[config.mk]
export PLATFORM = sky130hd
export DESIGN_NAME = fcrs_top
export DESIGN_NICKNAME = d
export VERILOG_FILES = /design/src/fcrs_afe_cfg.v /design/src/fcrs_buf2.v /design/src/fcrs_top.v
export VERILOG_INCLUDE_DIRS = /design/src
export SDC_FILE = /design/constraint.sdc
export NUM_CORES = 1
export LEC_CHECK = 0
export BUFFER_PORTS_ARGS = -buffer_cell sky130_fd_sc_hd__buf_2
export CORE_AREA = 3 3 212 214
export CTS_BUF_LIST = sky130_fd_sc_hd__clkbuf_8
export DETAILED_ROUTE_END_ITERATION = 10
export DIE_AREA = 0 0 215 217
export GPL_ROUTABILITY_DRIVEN = 1
export PLACE_DENSITY = 0.88
export SYNTH_ARGS = -nofsm -noshare
export SYNTH_HDL_FRONTEND = slang
export SYNTH_SLANG_ARGS = --single-unit
[constraint.sdc]
create_clock -name clk_sys -period 2.7 [get_ports clk_sys]
set_input_delay 0 -clock clk_sys [delete_from_list [all_inputs] [get_ports clk_sys]]
set_output_delay 0 -clock clk_sys [all_outputs]
set_load 0.02 [all_outputs]
[src/fcrs_consts.vh]
/*
  Constants of the fast camera readout sequencer: timing figures in their
  own units, clock rate, phase patterns, command and telemetry codes.
  Assumes it is included by bare name into each design file that needs it.
*/
`ifndef FCRS_CONSTS_VH
`define FCRS_CONSTS_VH

// System clock rate and the printed timing figures
`define FCRS_CLK_HZ        100000000
`define FCRS_REF_MHZ       50
`define FCRS_SEQ_MHZ       40
`define FCRS_PERIOD_MS     2500
`define FCRS_SLOW_PERIOD_MS 25000
`define FCRS_LINE_NS       90000
`define FCRS_RAMP_NS       22500
`define FCRS_REGCLK_NS     250
`define FCRS_PIXRATE_MHZ   4
`define FCRS_READOUT_MS    1500
`define FCRS_INTEG_MS      2300
`define FCRS_LINK_MBPS     100

// Geometry and link counts
`define FCRS_SENSORS       4
`define FCRS_CHANNELS      8
`define FCRS_PIX_BITS      14
`define FCRS_RAMP_STEPS    4
`define FCRS_REF_TIMEOUT   8'h40

// Vertical phase pattern, one entry per ramp step, three phases
`define FCRS_VPH_IDLE      3'h1
`define FCRS_VPH_S0        3'h3
`define FCRS_VPH_S1        3'h2
`define FCRS_VPH_S2        3'h6
`define FCRS_VPH_S3        3'h4

// Command opcodes in bits 15:12 of a command word
`define FCRS_OP_TIMING     4'h1
`define FCRS_OP_ENABLE     4'h2
`define FCRS_OP_AFEWR      4'h3
`define FCRS_OP_HKREQ      4'h4

// Telemetry word types in bits 31:28
`define FCRS_TM_HDR        4'h1
`define FCRS_TM_PIX        4'h2
`define FCRS_TM_HK         4'h3

// Analog front end power-up settings and serial divider
`define FCRS_AFE_INIT_N    4
`define FCRS_AFE_INIT0     16'h0010
`define FCRS_AFE_INIT1     16'h0120
`define FCRS_AFE_INIT2     16'h0230
`define FCRS_AFE_INIT3     16'h0340
`define FCRS_AFE_DIV       4'h4

`endif

[src/fcrs_afe_cfg.v]
/*
  Serial configuration of the analog front ends: writes a fixed table
  after reset, then forwards single words from the command decoder.
  Assumes one clock domain and a synchronous active-high reset.
*/
`timescale 1ns/1ps
`include "fcrs_consts.vh"
module fcrs_afe_cfg (
  input  wire        clk_sys,
  input  wire        reset,
  input  wire        wrValid,
  input  wire [15:0] wrData,
  output reg         busy,
  output reg         cfgDone,
  output reg         afeSclk,
  output reg         afeSdata,
  output reg         afeSenN
);
  reg [15:0] shift_q;
  reg [4:0]  bitCnt_q;
  reg [3:0]  divCnt_q;
  reg [2:0]  initIdx_q;
  reg [15:0] initWord;

  // Power-up table
  always @* begin
    case (initIdx_q[1:0])
      2'h0:    initWord = `FCRS_AFE_INIT0;
      2'h1:    initWord = `FCRS_AFE_INIT1;
      2'h2:    initWord = `FCRS_AFE_INIT2;
      default: initWord = `FCRS_AFE_INIT3;
    endcase
  end

  // Shift MSB first, data changes on falling clock, enable held low
  always @(posedge clk_sys) begin
    if (reset) begin
      shift_q   <= 16'h0000;
      bitCnt_q  <= 5'h00;
      divCnt_q  <= 4'h0;
      initIdx_q <= 3'h0;
      busy      <= 1'b1;
      cfgDone   <= 1'b0;
      afeSclk   <= 1'b0;
      afeSdata  <= 1'b0;
      afeSenN   <= 1'b1;
    end else if (bitCnt_q != 5'h00) begin
      if (divCnt_q == `FCRS_AFE_DIV - 4'h1) begin
        divCnt_q <= 4'h0;
        afeSclk  <= ~afeSclk;
        if (afeSclk) begin
          bitCnt_q <= bitCnt_q - 5'h01;
          afeSdata <= shift_q[15];
          shift_q  <= {shift_q[14:0], 1'b0};
          afeSenN  <= (bitCnt_q == 5'h01);
        end
      end else begin
        divCnt_q <= divCnt_q + 4'h1;
      end
    end else if (initIdx_q < `FCRS_AFE_INIT_N) begin
      shift_q   <= {initWord[14:0], 1'b0};
      afeSdata  <= initWord[15];
      afeSenN   <= 1'b0;
      bitCnt_q  <= 5'h10;
      initIdx_q <= initIdx_q + 3'h1;
    end else if (wrValid && cfgDone) begin
      shift_q  <= {wrData[14:0], 1'b0};
      afeSdata <= wrData[15];
      afeSenN  <= 1'b0;
      bitCnt_q <= 5'h10;
      busy     <= 1'b1;
    end else begin
      busy    <= 1'b0;
      cfgDone <= 1'b1;
    end
  end
endmodule

[src/fcrs_buf2.v]
/*
  Two-entry buffer with valid and ready on both sides.
  Assumes one clock domain and a synchronous active-high reset.
*/
`timescale 1ns/1ps
module fcrs_buf2 #(
  parameter W = 35
) (
  input  wire         clk_sys,
  input  wire         reset,
  input  wire         inValid,
  output wire         inReady,
  input  wire [W-1:0] inData,
  output wire         outValid,
  input  wire         outReady,
  output wire [W-1:0] outData
);
  reg [W-1:0] mem0_q;
  reg [W-1:0] mem1_q;
  reg [1:0]   cnt_q;
  reg         vld_q;
  wire        push;
  wire        pop;

  assign inReady  = (cnt_q != 2'h2);
  assign outValid = vld_q;
  assign outData  = mem0_q;
  assign push     = inValid & inReady;
  assign pop      = outValid & outReady;

  // Head entry always in mem0, so the output comes from a flop
  always @(posedge clk_sys) begin
    if (reset) begin
      mem0_q <= {W{1'b0}};
      mem1_q <= {W{1'b0}};
      cnt_q  <= 2'h0;
      vld_q  <= 1'b0;
    end else begin
      // Valid kept in its own flop so the output needs no decode
      vld_q <= !(cnt_q == 2'h0 && !push) &&
               !(cnt_q == 2'h1 && pop && !push);
      if (pop) begin
        mem0_q <= (cnt_q == 2'h2) ? mem1_q : inData;
      end else if (push && cnt_q == 2'h0) begin
        mem0_q <= inData;
      end
      if (push && ((cnt_q == 2'h1 && !pop) || (cnt_q == 2'h2))) begin
        mem1_q <= inData;
      end
      cnt_q <= cnt_q + {1'b0, push} - {1'b0, pop};
    end
  end
endmodule

[src/fcrs_top.v]
/*
  Fast camera readout sequencer: clock/sync handling, frame-transfer
  sequencer for four sensors, pixel capture, command decoding and
  telemetry framing toward eight link codecs.
  Assumes external codecs, analog front ends and clock drivers; the
  reference clock and period marker arrive as asynchronous pins.
*/
`timescale 1ns/1ps
`include "fcrs_consts.vh"
module fcrs_top #(
  parameter ROWS        = 2048,
  parameter COLS        = 2560,
  parameter LINE_CYC    = `FCRS_LINE_NS / (1000000000 / `FCRS_CLK_HZ),
  parameter PERIOD_CYC  = `FCRS_PERIOD_MS * (`FCRS_CLK_HZ / 1000),
  parameter INTEG_CYC   = `FCRS_INTEG_MS * (`FCRS_CLK_HZ / 1000)
) (
  input  wire        clk_sys,
  input  wire        reset,
  input  wire        refClk,
  input  wire        periodMarker,
  input  wire [111:0] pixIn,
  input  wire [11:0] hkSample,
  input  wire        cmdValid,
  input  wire [15:0] cmdWord,
  input  wire        tmReady,
  output reg  [11:0] vertPhase,
  output reg  [3:0]  regClk,
  output reg         pixSample,
  output wire        afeSclk,
  output wire        afeSdata,
  output wire        afeSenN,
  output wire        tmValid,
  output wire [31:0] tmData,
  output wire [2:0]  tmLink,
  output reg         hkBackup,
  output reg         seqActive
);
  localparam NS_PER_CYC = 1000000000 / `FCRS_CLK_HZ;
  localparam RAMP_CYC   = `FCRS_RAMP_NS / NS_PER_CYC;
  localparam REG_CYC    = `FCRS_REGCLK_NS / NS_PER_CYC;
  localparam REG_HALF   = REG_CYC / 2;
  localparam S_IDLE  = 3'h0;
  localparam S_FXFER = 3'h1;
  localparam S_LINE  = 3'h2;
  localparam S_READ  = 3'h3;
  localparam S_INTEG = 3'h4;

  reg  [2:0]  state_q;
  reg  [31:0] stepCnt_q;
  reg  [1:0]  rampStep_q;
  reg  [11:0] rowCnt_q;
  reg  [11:0] colCnt_q;
  reg  [4:0]  regCnt_q;
  reg  [31:0] integCnt_q;
  reg         ref1_q, ref2_q, ref3_q;
  reg         mark1_q, mark2_q, mark3_q;
  reg  [7:0]  refAge_q;
  reg  [31:0] missCnt_q;
  reg  [31:0] intCnt_q;
  reg         forceInt_q;
  reg         seqEnable_q;
  reg  [23:0] timeCode_q;
  reg  [111:0] pixS1_q, pixS2_q, pixHold_q;
  reg  [8:0]  pixPend_q;
  reg         hdrPend_q;
  reg         hkPend_q;
  reg  [2:0]  pixIdx_q;
  reg  [2:0]  vph;
  reg         emitValid;
  reg  [34:0] emitData;
  wire        refRise, extMark, refLost, useInt, intMark, startMark;
  wire        bufReady, afeBusy, afeDone, afeWr, regWrap, sampleHold;
  wire [34:0] bufOut;
  wire [13:0] pixSel;

  // Two-flop synchronisers for the reference clock, marker and pixels
  always @(posedge clk_sys) begin
    if (reset) begin
      {ref1_q, ref2_q, ref3_q}    <= 3'h0;
      {mark1_q, mark2_q, mark3_q} <= 3'h0;
      pixS1_q <= {112{1'b0}};
      pixS2_q <= {112{1'b0}};
    end else begin
      ref1_q  <= refClk;
      ref2_q  <= ref1_q;
      ref3_q  <= ref2_q;
      mark1_q <= periodMarker;
      mark2_q <= mark1_q;
      mark3_q <= mark2_q;
      pixS1_q <= pixIn;
      pixS2_q <= pixS1_q;
    end
  end
  assign refRise = ref2_q & ~ref3_q;
  assign extMark = mark2_q & ~mark3_q;

  // Watchdogs: a lost reference or marker falls back to internal timing
  // so the sequencer never stalls waiting on a dead input
  always @(posedge clk_sys) begin
    if (reset) begin
      refAge_q  <= 8'h00;
      missCnt_q <= 32'h0;
      hkBackup  <= 1'b0;
    end else begin
      refAge_q <= refRise ? 8'h00 :
                  (refLost ? refAge_q : refAge_q + 8'h01);
      if (extMark) begin
        missCnt_q <= 32'h0;
        hkBackup  <= 1'b0;
      end else if (missCnt_q > PERIOD_CYC) begin
        hkBackup  <= 1'b1;
      end else begin
        missCnt_q <= missCnt_q + 32'h1;
      end
    end
  end
  assign refLost = (refAge_q == `FCRS_REF_TIMEOUT);
  assign useInt  = forceInt_q | hkBackup | refLost;

  // Internal period generator, restarted by every external marker in external mode for continuity
  always @(posedge clk_sys) begin
    if (reset) begin
      intCnt_q <= 32'h0;
    end else if (startMark || intCnt_q == PERIOD_CYC - 1) begin
      intCnt_q <= 32'h0;
    end else begin
      intCnt_q <= intCnt_q + 32'h1;
    end
  end
  assign intMark   = (intCnt_q == PERIOD_CYC - 1);
  assign startMark = useInt ? intMark : extMark;

  // Command decoder: timing source, enable, front-end writes, HK request
  always @(posedge clk_sys) begin
    if (reset) begin
      forceInt_q  <= 1'b0;
      seqEnable_q <= 1'b0;
    end else if (cmdValid) begin
      if (cmdWord[15:12] == `FCRS_OP_TIMING) begin
        forceInt_q <= cmdWord[0];
      end
      if (cmdWord[15:12] == `FCRS_OP_ENABLE) begin
        seqEnable_q <= cmdWord[0];
      end
    end
  end
  assign afeWr = cmdValid & (cmdWord[15:12] == `FCRS_OP_AFEWR);

  // Register clock counter; in external mode the wrap waits for a
  // reference edge, which may stretch the period by one reference cycle
  assign regWrap    = (regCnt_q == REG_CYC - 1) & (useInt | refRise);
  assign sampleHold = (pixPend_q != 9'h000) | hdrPend_q;
  always @(posedge clk_sys) begin
    if (reset || state_q != S_READ) begin
      regCnt_q <= 5'h00;
    end else if (regCnt_q == REG_CYC - 1) begin
      if (regWrap && !sampleHold) begin
        regCnt_q <= 5'h00;
      end
    end else begin
      regCnt_q <= regCnt_q + 5'h01;
    end
  end

  // Sequencer: frame transfer, then per row a line transfer and readout
  always @(posedge clk_sys) begin
    if (reset) begin
      state_q    <= S_IDLE;
      stepCnt_q  <= 32'h0;
      rampStep_q <= 2'h0;
      rowCnt_q   <= 12'h000;
      colCnt_q   <= 12'h000;
      integCnt_q <= 32'h0;
      timeCode_q <= 24'h000000;
    end else begin
      integCnt_q <= (state_q == S_FXFER) ? 32'h0 :
                    (integCnt_q == INTEG_CYC ? integCnt_q
                                             : integCnt_q + 32'h1);
      if (startMark) begin
        timeCode_q <= timeCode_q + 24'h000001;
      end
      case (state_q)
        S_IDLE, S_INTEG: begin
          if (startMark && seqEnable_q && afeDone &&
              integCnt_q == INTEG_CYC) begin
            state_q    <= S_FXFER;
            stepCnt_q  <= 32'h0;
            rampStep_q <= 2'h0;
            rowCnt_q   <= 12'h000;
          end
        end
        S_FXFER, S_LINE: begin
          if (stepCnt_q == RAMP_CYC - 1) begin
            stepCnt_q  <= 32'h0;
            rampStep_q <= rampStep_q + 2'h1;
            if (rampStep_q == `FCRS_RAMP_STEPS - 1) begin
              if (state_q == S_LINE) begin
                state_q  <= S_READ;
                colCnt_q <= 12'h000;
              end else if (rowCnt_q == ROWS - 1) begin
                state_q  <= S_LINE;
                rowCnt_q <= 12'h000;
              end else begin
                rowCnt_q <= rowCnt_q + 12'h001;
              end
            end
          end else begin
            stepCnt_q <= stepCnt_q + 32'h1;
          end
        end
        S_READ: begin
          if (regWrap && !sampleHold) begin
            colCnt_q <= colCnt_q + 12'h001;
            if (colCnt_q == COLS - 1) begin
              if (rowCnt_q == ROWS - 1) begin
                state_q <= S_INTEG;
              end else begin
                state_q  <= S_LINE;
                rowCnt_q <= rowCnt_q + 12'h001;
              end
            end
          end
        end
        default: state_q <= S_IDLE;
      endcase
    end
  end

  // Vertical phase pattern per ramp step
  always @* begin
    case (rampStep_q)
      2'h0:    vph = `FCRS_VPH_S0;
      2'h1:    vph = `FCRS_VPH_S1;
      2'h2:    vph = `FCRS_VPH_S2;
      default: vph = `FCRS_VPH_S3;
    endcase
    if (state_q != S_FXFER && state_q != S_LINE) begin
      vph = `FCRS_VPH_IDLE;
    end
  end

  // Sensor clock outputs: the same waveform to all four sensors
  always @(posedge clk_sys) begin
    if (reset) begin
      vertPhase <= {4{`FCRS_VPH_IDLE}};
      regClk    <= 4'h0;
      pixSample <= 1'b0;
      seqActive <= 1'b0;
    end else begin
      vertPhase <= {4{vph}};
      regClk    <= {4{(state_q == S_READ) && (regCnt_q < REG_HALF)}};
      pixSample <= (state_q == S_READ) && (regCnt_q == REG_HALF);
      seqActive <= (state_q != S_IDLE) && (state_q != S_INTEG);
    end
  end

  // Pixel capture and telemetry emission; pending header and pixel words hold the
  // register clock so that a stalled link loses no pixel
  always @(posedge clk_sys) begin
    if (reset) begin
      pixHold_q <= {112{1'b0}};
      pixPend_q <= 9'h000;
      pixIdx_q  <= 3'h0;
      hdrPend_q <= 1'b0;
      hkPend_q  <= 1'b0;
    end else begin
      if (state_q == S_READ && regCnt_q == REG_HALF) begin
        pixHold_q <= pixS2_q;
        pixPend_q <= 9'h0FF;
        pixIdx_q  <= 3'h0;
      end else if (emitValid && bufReady && !hdrPend_q &&
                   pixPend_q != 9'h000) begin
        pixPend_q <= {1'b0, pixPend_q[8:1]};
        pixIdx_q  <= pixIdx_q + 3'h1;
      end
      if ((state_q != S_FXFER) && (state_q != S_IDLE) &&
          (state_q != S_INTEG)) begin
        hdrPend_q <= hdrPend_q & ~(emitValid & bufReady);
      end else if (state_q == S_FXFER && stepCnt_q == 32'h0 &&
                   rampStep_q == 2'h0 && rowCnt_q == 12'h000) begin
        hdrPend_q <= 1'b1;
      end else begin
        hdrPend_q <= hdrPend_q & ~(emitValid & bufReady);
      end
      if ((cmdValid && cmdWord[15:12] == `FCRS_OP_HKREQ) ||
          (state_q == S_READ && colCnt_q == COLS - 1 &&
           rowCnt_q == ROWS - 1 && regWrap && !sampleHold)) begin
        hkPend_q <= 1'b1;
      end else if (emitValid && bufReady && !hdrPend_q &&
                   pixPend_q == 9'h000) begin
        hkPend_q <= 1'b0;
      end
    end
  end
  assign pixSel = pixHold_q[pixIdx_q * 14 +: 14];

  // Word selection: header, then pixels, then housekeeping
  always @* begin
    emitValid = 1'b0;
    emitData  = 35'h0;
    if (hdrPend_q) begin
      emitValid = 1'b1;
      emitData  = {3'h0, `FCRS_TM_HDR, 4'h0, timeCode_q};
    end else if (pixPend_q != 9'h000) begin
      emitValid = 1'b1;
      emitData  = {pixIdx_q, `FCRS_TM_PIX, rowCnt_q, 2'h0, pixSel};
    end else if (hkPend_q) begin
      emitValid = 1'b1;
      emitData  = {3'h0, `FCRS_TM_HK, hkBackup, refLost, forceInt_q,
                   seqEnable_q, 12'h000, hkSample};
    end
  end

  // Two-entry buffer toward the codecs; link index rides in the top bits
  fcrs_buf2 #(
    .W (35)
  ) uBuf (
    .clk_sys  (clk_sys),
    .reset    (reset),
    .inValid  (emitValid),
    .inReady  (bufReady),
    .inData   (emitData),
    .outValid (tmValid),
    .outReady (tmReady),
    .outData  (bufOut)
  );
  assign tmData = bufOut[31:0];
  assign tmLink = bufOut[34:32];

  // Front-end configuration: power-up table, then decoded writes
  fcrs_afe_cfg uAfe (
    .clk_sys  (clk_sys),
    .reset    (reset),
    .wrValid  (afeWr),
    .wrData   ({4'h0, cmdWord[11:0]}),
    .busy     (afeBusy),
    .cfgDone  (afeDone),
    .afeSclk  (afeSclk),
    .afeSdata (afeSdata),
    .afeSenN  (afeSenN)
  );
endmodule
* After elaboration in Yosys (flattened, before gate mapping) *
Cells that the tools add are included.

storage, ports and cells
  register bits = 672
  input port bits = 146
  output and inout port bits = 58
  logic and storage cells = 269

cells by class
  add/subtract/negate cells = 16
  $mul = 1
  order comparisons = 3
  equality and inequality tests = 42
  shifts and indexed selects = 1
  mux-type cells = 70
  bitwise logic cells = 18
  reductions and logical operators = 75

operators with widths
  cell                   count
  $mux 35                5
  $mux 12                12
  $add 32x1->32 const B  4
  $shiftx 112x8->14      1
  $mux 16                5
  $eq 32x28->1 const B   2
  $mux 32                2
  $pmux 32 s2            1
  $pmux 12 s3            1
  $mux 5                 7
  $eq 32x12->1 const B   1
  $gt 32x28->1 const B   1
  $logic_not 32->1       1
  $logic_and 1x1->1      30
  $mux 30                1
  $pmux 10 s3            1
  $mux 3                 9
  $add 12x1->12 const B  2
  $add 24x1->24 const B  1
  $pmux 12 s2            1
  $ne 2x2->1 const B     10
  $pmux 3 s3             2
  $mux 1                 17
  $mux 8                 2
  other kinds (51)       107

* Longest topological paths before layout *
  word-level depth = 8
  gate-level depth with buffers = 10
  mapped depth without buffers = 8

* Hierarchy *
Synthesis repeated with hierarchy kept, for this count alone.

second synthesis, totals
  cell total of the unflattened synthesis = 2698
  area total of the unflattened synthesis = 25657.1 µm²

modules (own cells, without submodules)
  module        times used  cells each  area an instance (µm²)  sequential area each (µm²)
  fcrs_top      1           2142        21174.1                 11170.7
  fcrs_buf2     1           367         2902.8                  1461.4
  fcrs_afe_cfg  1           189         1580.3                  640.6

* Worst setup path after synthesis *
Ideal clock, no wire load.

  path kind = reg2reg
  start point = register rowCnt_q[0]
  end point = register rowCnt_q[6]
  library setup time = 0.117 ns
  arrival time = 2.367 ns
  setup slack = 0.215 ns
  cell stages (with the launch flop) = 8
  cells stage by stage = dfxtp_1 -> ha_1 -> nand3_1 -> nor3_1 -> nor4b_1 -> a21o_1 -> a21oi_4 -> a32o_1

on the way
  word-level cells in the longest chain between the ends = 6
  elaborated cells on any way between the ends = 12
  classes of those cells = add/sub (1); eq/ne (2); mux (8); reduce/logical (1)

ends and longest elaborated chain
  element                                               RTL line        source
  start: declaration                                    fcrs_top.v:51   reg [11:0] rowCnt_q;
  start signal: assignment                              fcrs_top.v:204  rowCnt_q <= rowCnt_q + 12'h001;
  start signal: assignment                              fcrs_top.v:219  rowCnt_q <= rowCnt_q + 12'h001;
  $add 12x1->12 / $eq 12x11->1 (equally long branches)  -
  $mux 12                                               fcrs_top.v:200  end else if (rowCnt_q == ROWS - 1) begin
  $mux 12                                               fcrs_top.v:197  if (state_q == S_LINE) begin
  $mux 12                                               fcrs_top.v:196  if (rampStep_q == `FCRS_RAMP_STEPS - 1) begin
  $mux 12                                               fcrs_top.v:193  if (stepCnt_q == RAMP_CYC - 1) begin
  $pmux 12 s3                                           fcrs_top.v:182  case (state_q)

Parallel ways exist; a longest one is shown, timed or not. The select of a mux whose other input is x is not followed.
A chain may end at the register's enable or synchronous reset.

* Final worst setup path *
  start point = register integCnt_q[11]
  end point = register stepCnt_q[14]

on the way
  word-level cells in the longest chain between the ends = 4

ends and longest elaborated chain
  element                     RTL line        source
  start: declaration          fcrs_top.v:54   reg [31:0] integCnt_q;
  start signal: assignment    fcrs_top.v:176  integCnt_q <= (state_q == S_FXFER) ? 32'h0 :
  $eq 32x28->1                fcrs_top.v:185  integCnt_q == INTEG_CYC) begin
  $logic_and 1x1->1           fcrs_top.v:184  if (startMark && seqEnable_q && afeDone &&
  $ne 2x2->1 (no line)        -
  $reduce_and 2->1 (no line)  -
  end signal: assignment      fcrs_top.v:208  stepCnt_q <= stepCnt_q + 32'h1;
  end: declaration            fcrs_top.v:49   reg [31:0] stepCnt_q;

No other way between the ends.

==> out/results.ini <==
[outcome]
status=finished, final reports clean

[cells_and_area]
multi_input_area_um2=12500
fillers=2823
final_area_um2=32000
final_common_cell=dfxtp_1
regArea_um2=13200
area_growth_pct=20.5
fin_util_pct=74.3
layout_common_cells=dfxtp_1 (657), nand2_1 (448), nor2b_1 (234)
fin_nets=3481
drive_gt1_share_pct=15.0
final_cells=3965

[grt]
track_usage_pct=30.3
antenna_found_initial=3
overflow=0
grt_start_max_net_pins=229
grt_pass1_wl_mm=117
grt_use_met2_pct=53.9
met1_usage_pct=35.7
grt_use_met3_pct=5.25
grt_pass1_vias=22998
top_usage_layer=met2

[route]
drt_iter0_markers=2080
ant_nets=0
route.detailed.drc=0
post_drt_wl_per_cell_um=18.5
via_per_inst=5.89
dr_total_vias=23372
firstDrtPassIters=9
drt-total-wl_mm=73.5

[synth]
synthCells=2959
ys_async_sr_fraction_pct=0
synth.distinct_cells=86
ys_ff_latch=658
synth_warnings=0
synth-seq-area-share_pct=49.6
synth_top_area_cell=dfxtp_1
ys.flop_type=dfxtp_1
netlist_area_um2=26600
synth_edf_count=0
syn_avg_cell_area_um2=8.98
synth.top_cell.area_share_pct=49.6
synth.area.top_cells=dfxtp_1 (50%), nand2_1 (6.3%), nor2b_1 (5.5%)

[clock_tree]
cts_buffers=101
h-tree-depth=3
clock-root-buffer=clkbuf_8
clk_path_buf_depth=3
clkTransAtPathRegs_ns=0.06
clock_latency_ns=0.69
clock-sinks=658
cts_tree=built

[setup_path]
cp-start-kind=register
cp.arrival_ns=3.25
crit_required_ns=3.27
critPathCaptureType=register
worstSetupPathType=register to register
path_max_fanout=6

[power_and_ir_drop]
cellLeakagePower_nw=12.3
peakVddDrop_mv=0.577
powerDensity_nw_per_um2=632

[sta]
rsz0062_at_grt=no
finalClockSkew_ns=0.0449
drv_slew=0
fin_crit_ns=2.68
tightest_slew_ns=1.13
max_freq_mhz=373
tns_ns=0
finalHoldViolations=0
relSlewSlack_pct=24.9
min_period_over_period_pct=99.4
postLayoutSetupSlackWorst_ns=0.0170
setup_violations=0

[die]
row_count=76
dieArea_um2=46700
fp.dieW_um=215
start_util_pct=61.7
die_h_um=217
core_area_um2=43100
boundaryPins=204

[flow_run]
max_cap_violations=0

[min_path]
hold_path_class=primary input to register

[place]
placed_area_um2=28200
port_buffers=201
dp_cells=3617
routabilityCongestion=0.874
dpl_worst_slack_ns=-0.00649
dpl.hpwl_mm=43.4

==> cell type report <==
type                       count  share of cell area, %
multi-input combinational   2046                   38.9
tap                          585                   2.29
inverter                      46                  0.539
sequential                   658                   41.1
clock inverter                48                   1.02
antenna                        3                 0.0234
clock buffer                 127                   5.46
timing repair buffer         452                   10.7
==> through the flow <==
stage,hold WS (ns),power (W)
after global routing,0.0625,0.0209
after CTS,0.0337,0.0202
after floorplan,0.128,0.0112
final,0.0801,0.0202
after detailed placement,0.213,0.0117
after global placement,0.207,0.0116
==> what timing repair did <==
item | CTS | global route
endpoints found under the hold margin | 192 | 0
pin swaps | 1 | 4
buffers inserted | 1 | 6
gates resized for setup | 4 | 10
setup endpoints to repair | 20 | 45
hold buffers | 163 | 0
==> logic make-up (layout without fill, tap and decap cells) <==
logic type               count (synthesis)  in the layout  share of synthesized area [%]
AO/OA/AOI/OAI                          529            529                           12.7
buffers and inverters                  256            673                           3.87
flip-flops                             658            658                           49.6
multiplexers                            84             84                           4.50
adder cells (fa/ha/maj)                 30             30                           1.41
XOR/XNOR                                88             88                           2.90
other                                    1              5                         0.0141
AND/OR/NAND/NOR                       1313           1313                           25.0
==> worst max-delay path: stages, from the launching register on <==
cell and delay (ns):
dfxtp_1 0.32, or4_1 0.53, or4_4 0.57, nor3_4 0.20, o211ai_4 0.19, buf_6 0.21
a211o_1 0.30, a221oi_2 0.25
==> synthesized netlist by cell type, types with 28 or more instances <==
cell	number
a21oi_1	236
and3_1	47
clkbuf_1	179
dfxtp_1	658
ha_1	30
inv_1	46
mux2i_1	53
mux4_2	28
nand2_1	448
nand3_1	112
nand4_1	46
nor2_1	207
nor2b_1	235
nor3_1	31
o211ai_1	29
o21ai_0	72
xnor2_1	38
xor2_1	50
==> power breakdown <==
| group | internal (W) | leakage (nW) | switching (W) |
|---|---|---|---|
| clock network | 0.00453 | 1.18 | 0.00397 |
| registers | 0.0100 | 5.36 | 0.000168 |
| logic | 0.000666 | 5.77 | 0.000873 |
| total | 0.0152 | 12.3 | 0.00501 |
==> worst paths after layout <==
check / from / end / slack (ns) / cells past startpoint
max: integCnt_q[11]$_SDFFE_PP0N_ / stepCnt_q[14]$_SDFFE_PP0P_ / 0.02 / 7
min: pixIn[85] / pixS1_q[85]$_SDFF_PP0_ / 0.08 / 3
max reg2reg: integCnt_q[11]$_SDFFE_PP0N_ / stepCnt_q[14]$_SDFFE_PP0P_ / 0.02 / 7
min reg2reg: pixS2_q[90]$_SDFF_PP0_ / pixHold_q[90]$_SDFFE_PP0P_ / 0.43 / 2
==> flip-flops by register name, indices dropped and copies added (netlist names), 15 cells and up <==
signal        cells
pixS1_q         112
uBuf.outData     33
pixS2_q         112
uBuf.mem1_q      33
intCnt_q         32
pixHold_q       112
timeCode_q       24
stepCnt_q        32
missCnt_q        32
uAfe.shift_q     15
integCnt_q       32
==> routing by layer <==
layer / share of wire, % / up-vias
met1: 39 / 11191
met5: 0.016 / -
li1: - / 10943
met4: 4.8 / 2
met3: 6.2 / 250
met2: 50 / 986
(Power assumes the default switching activity.)
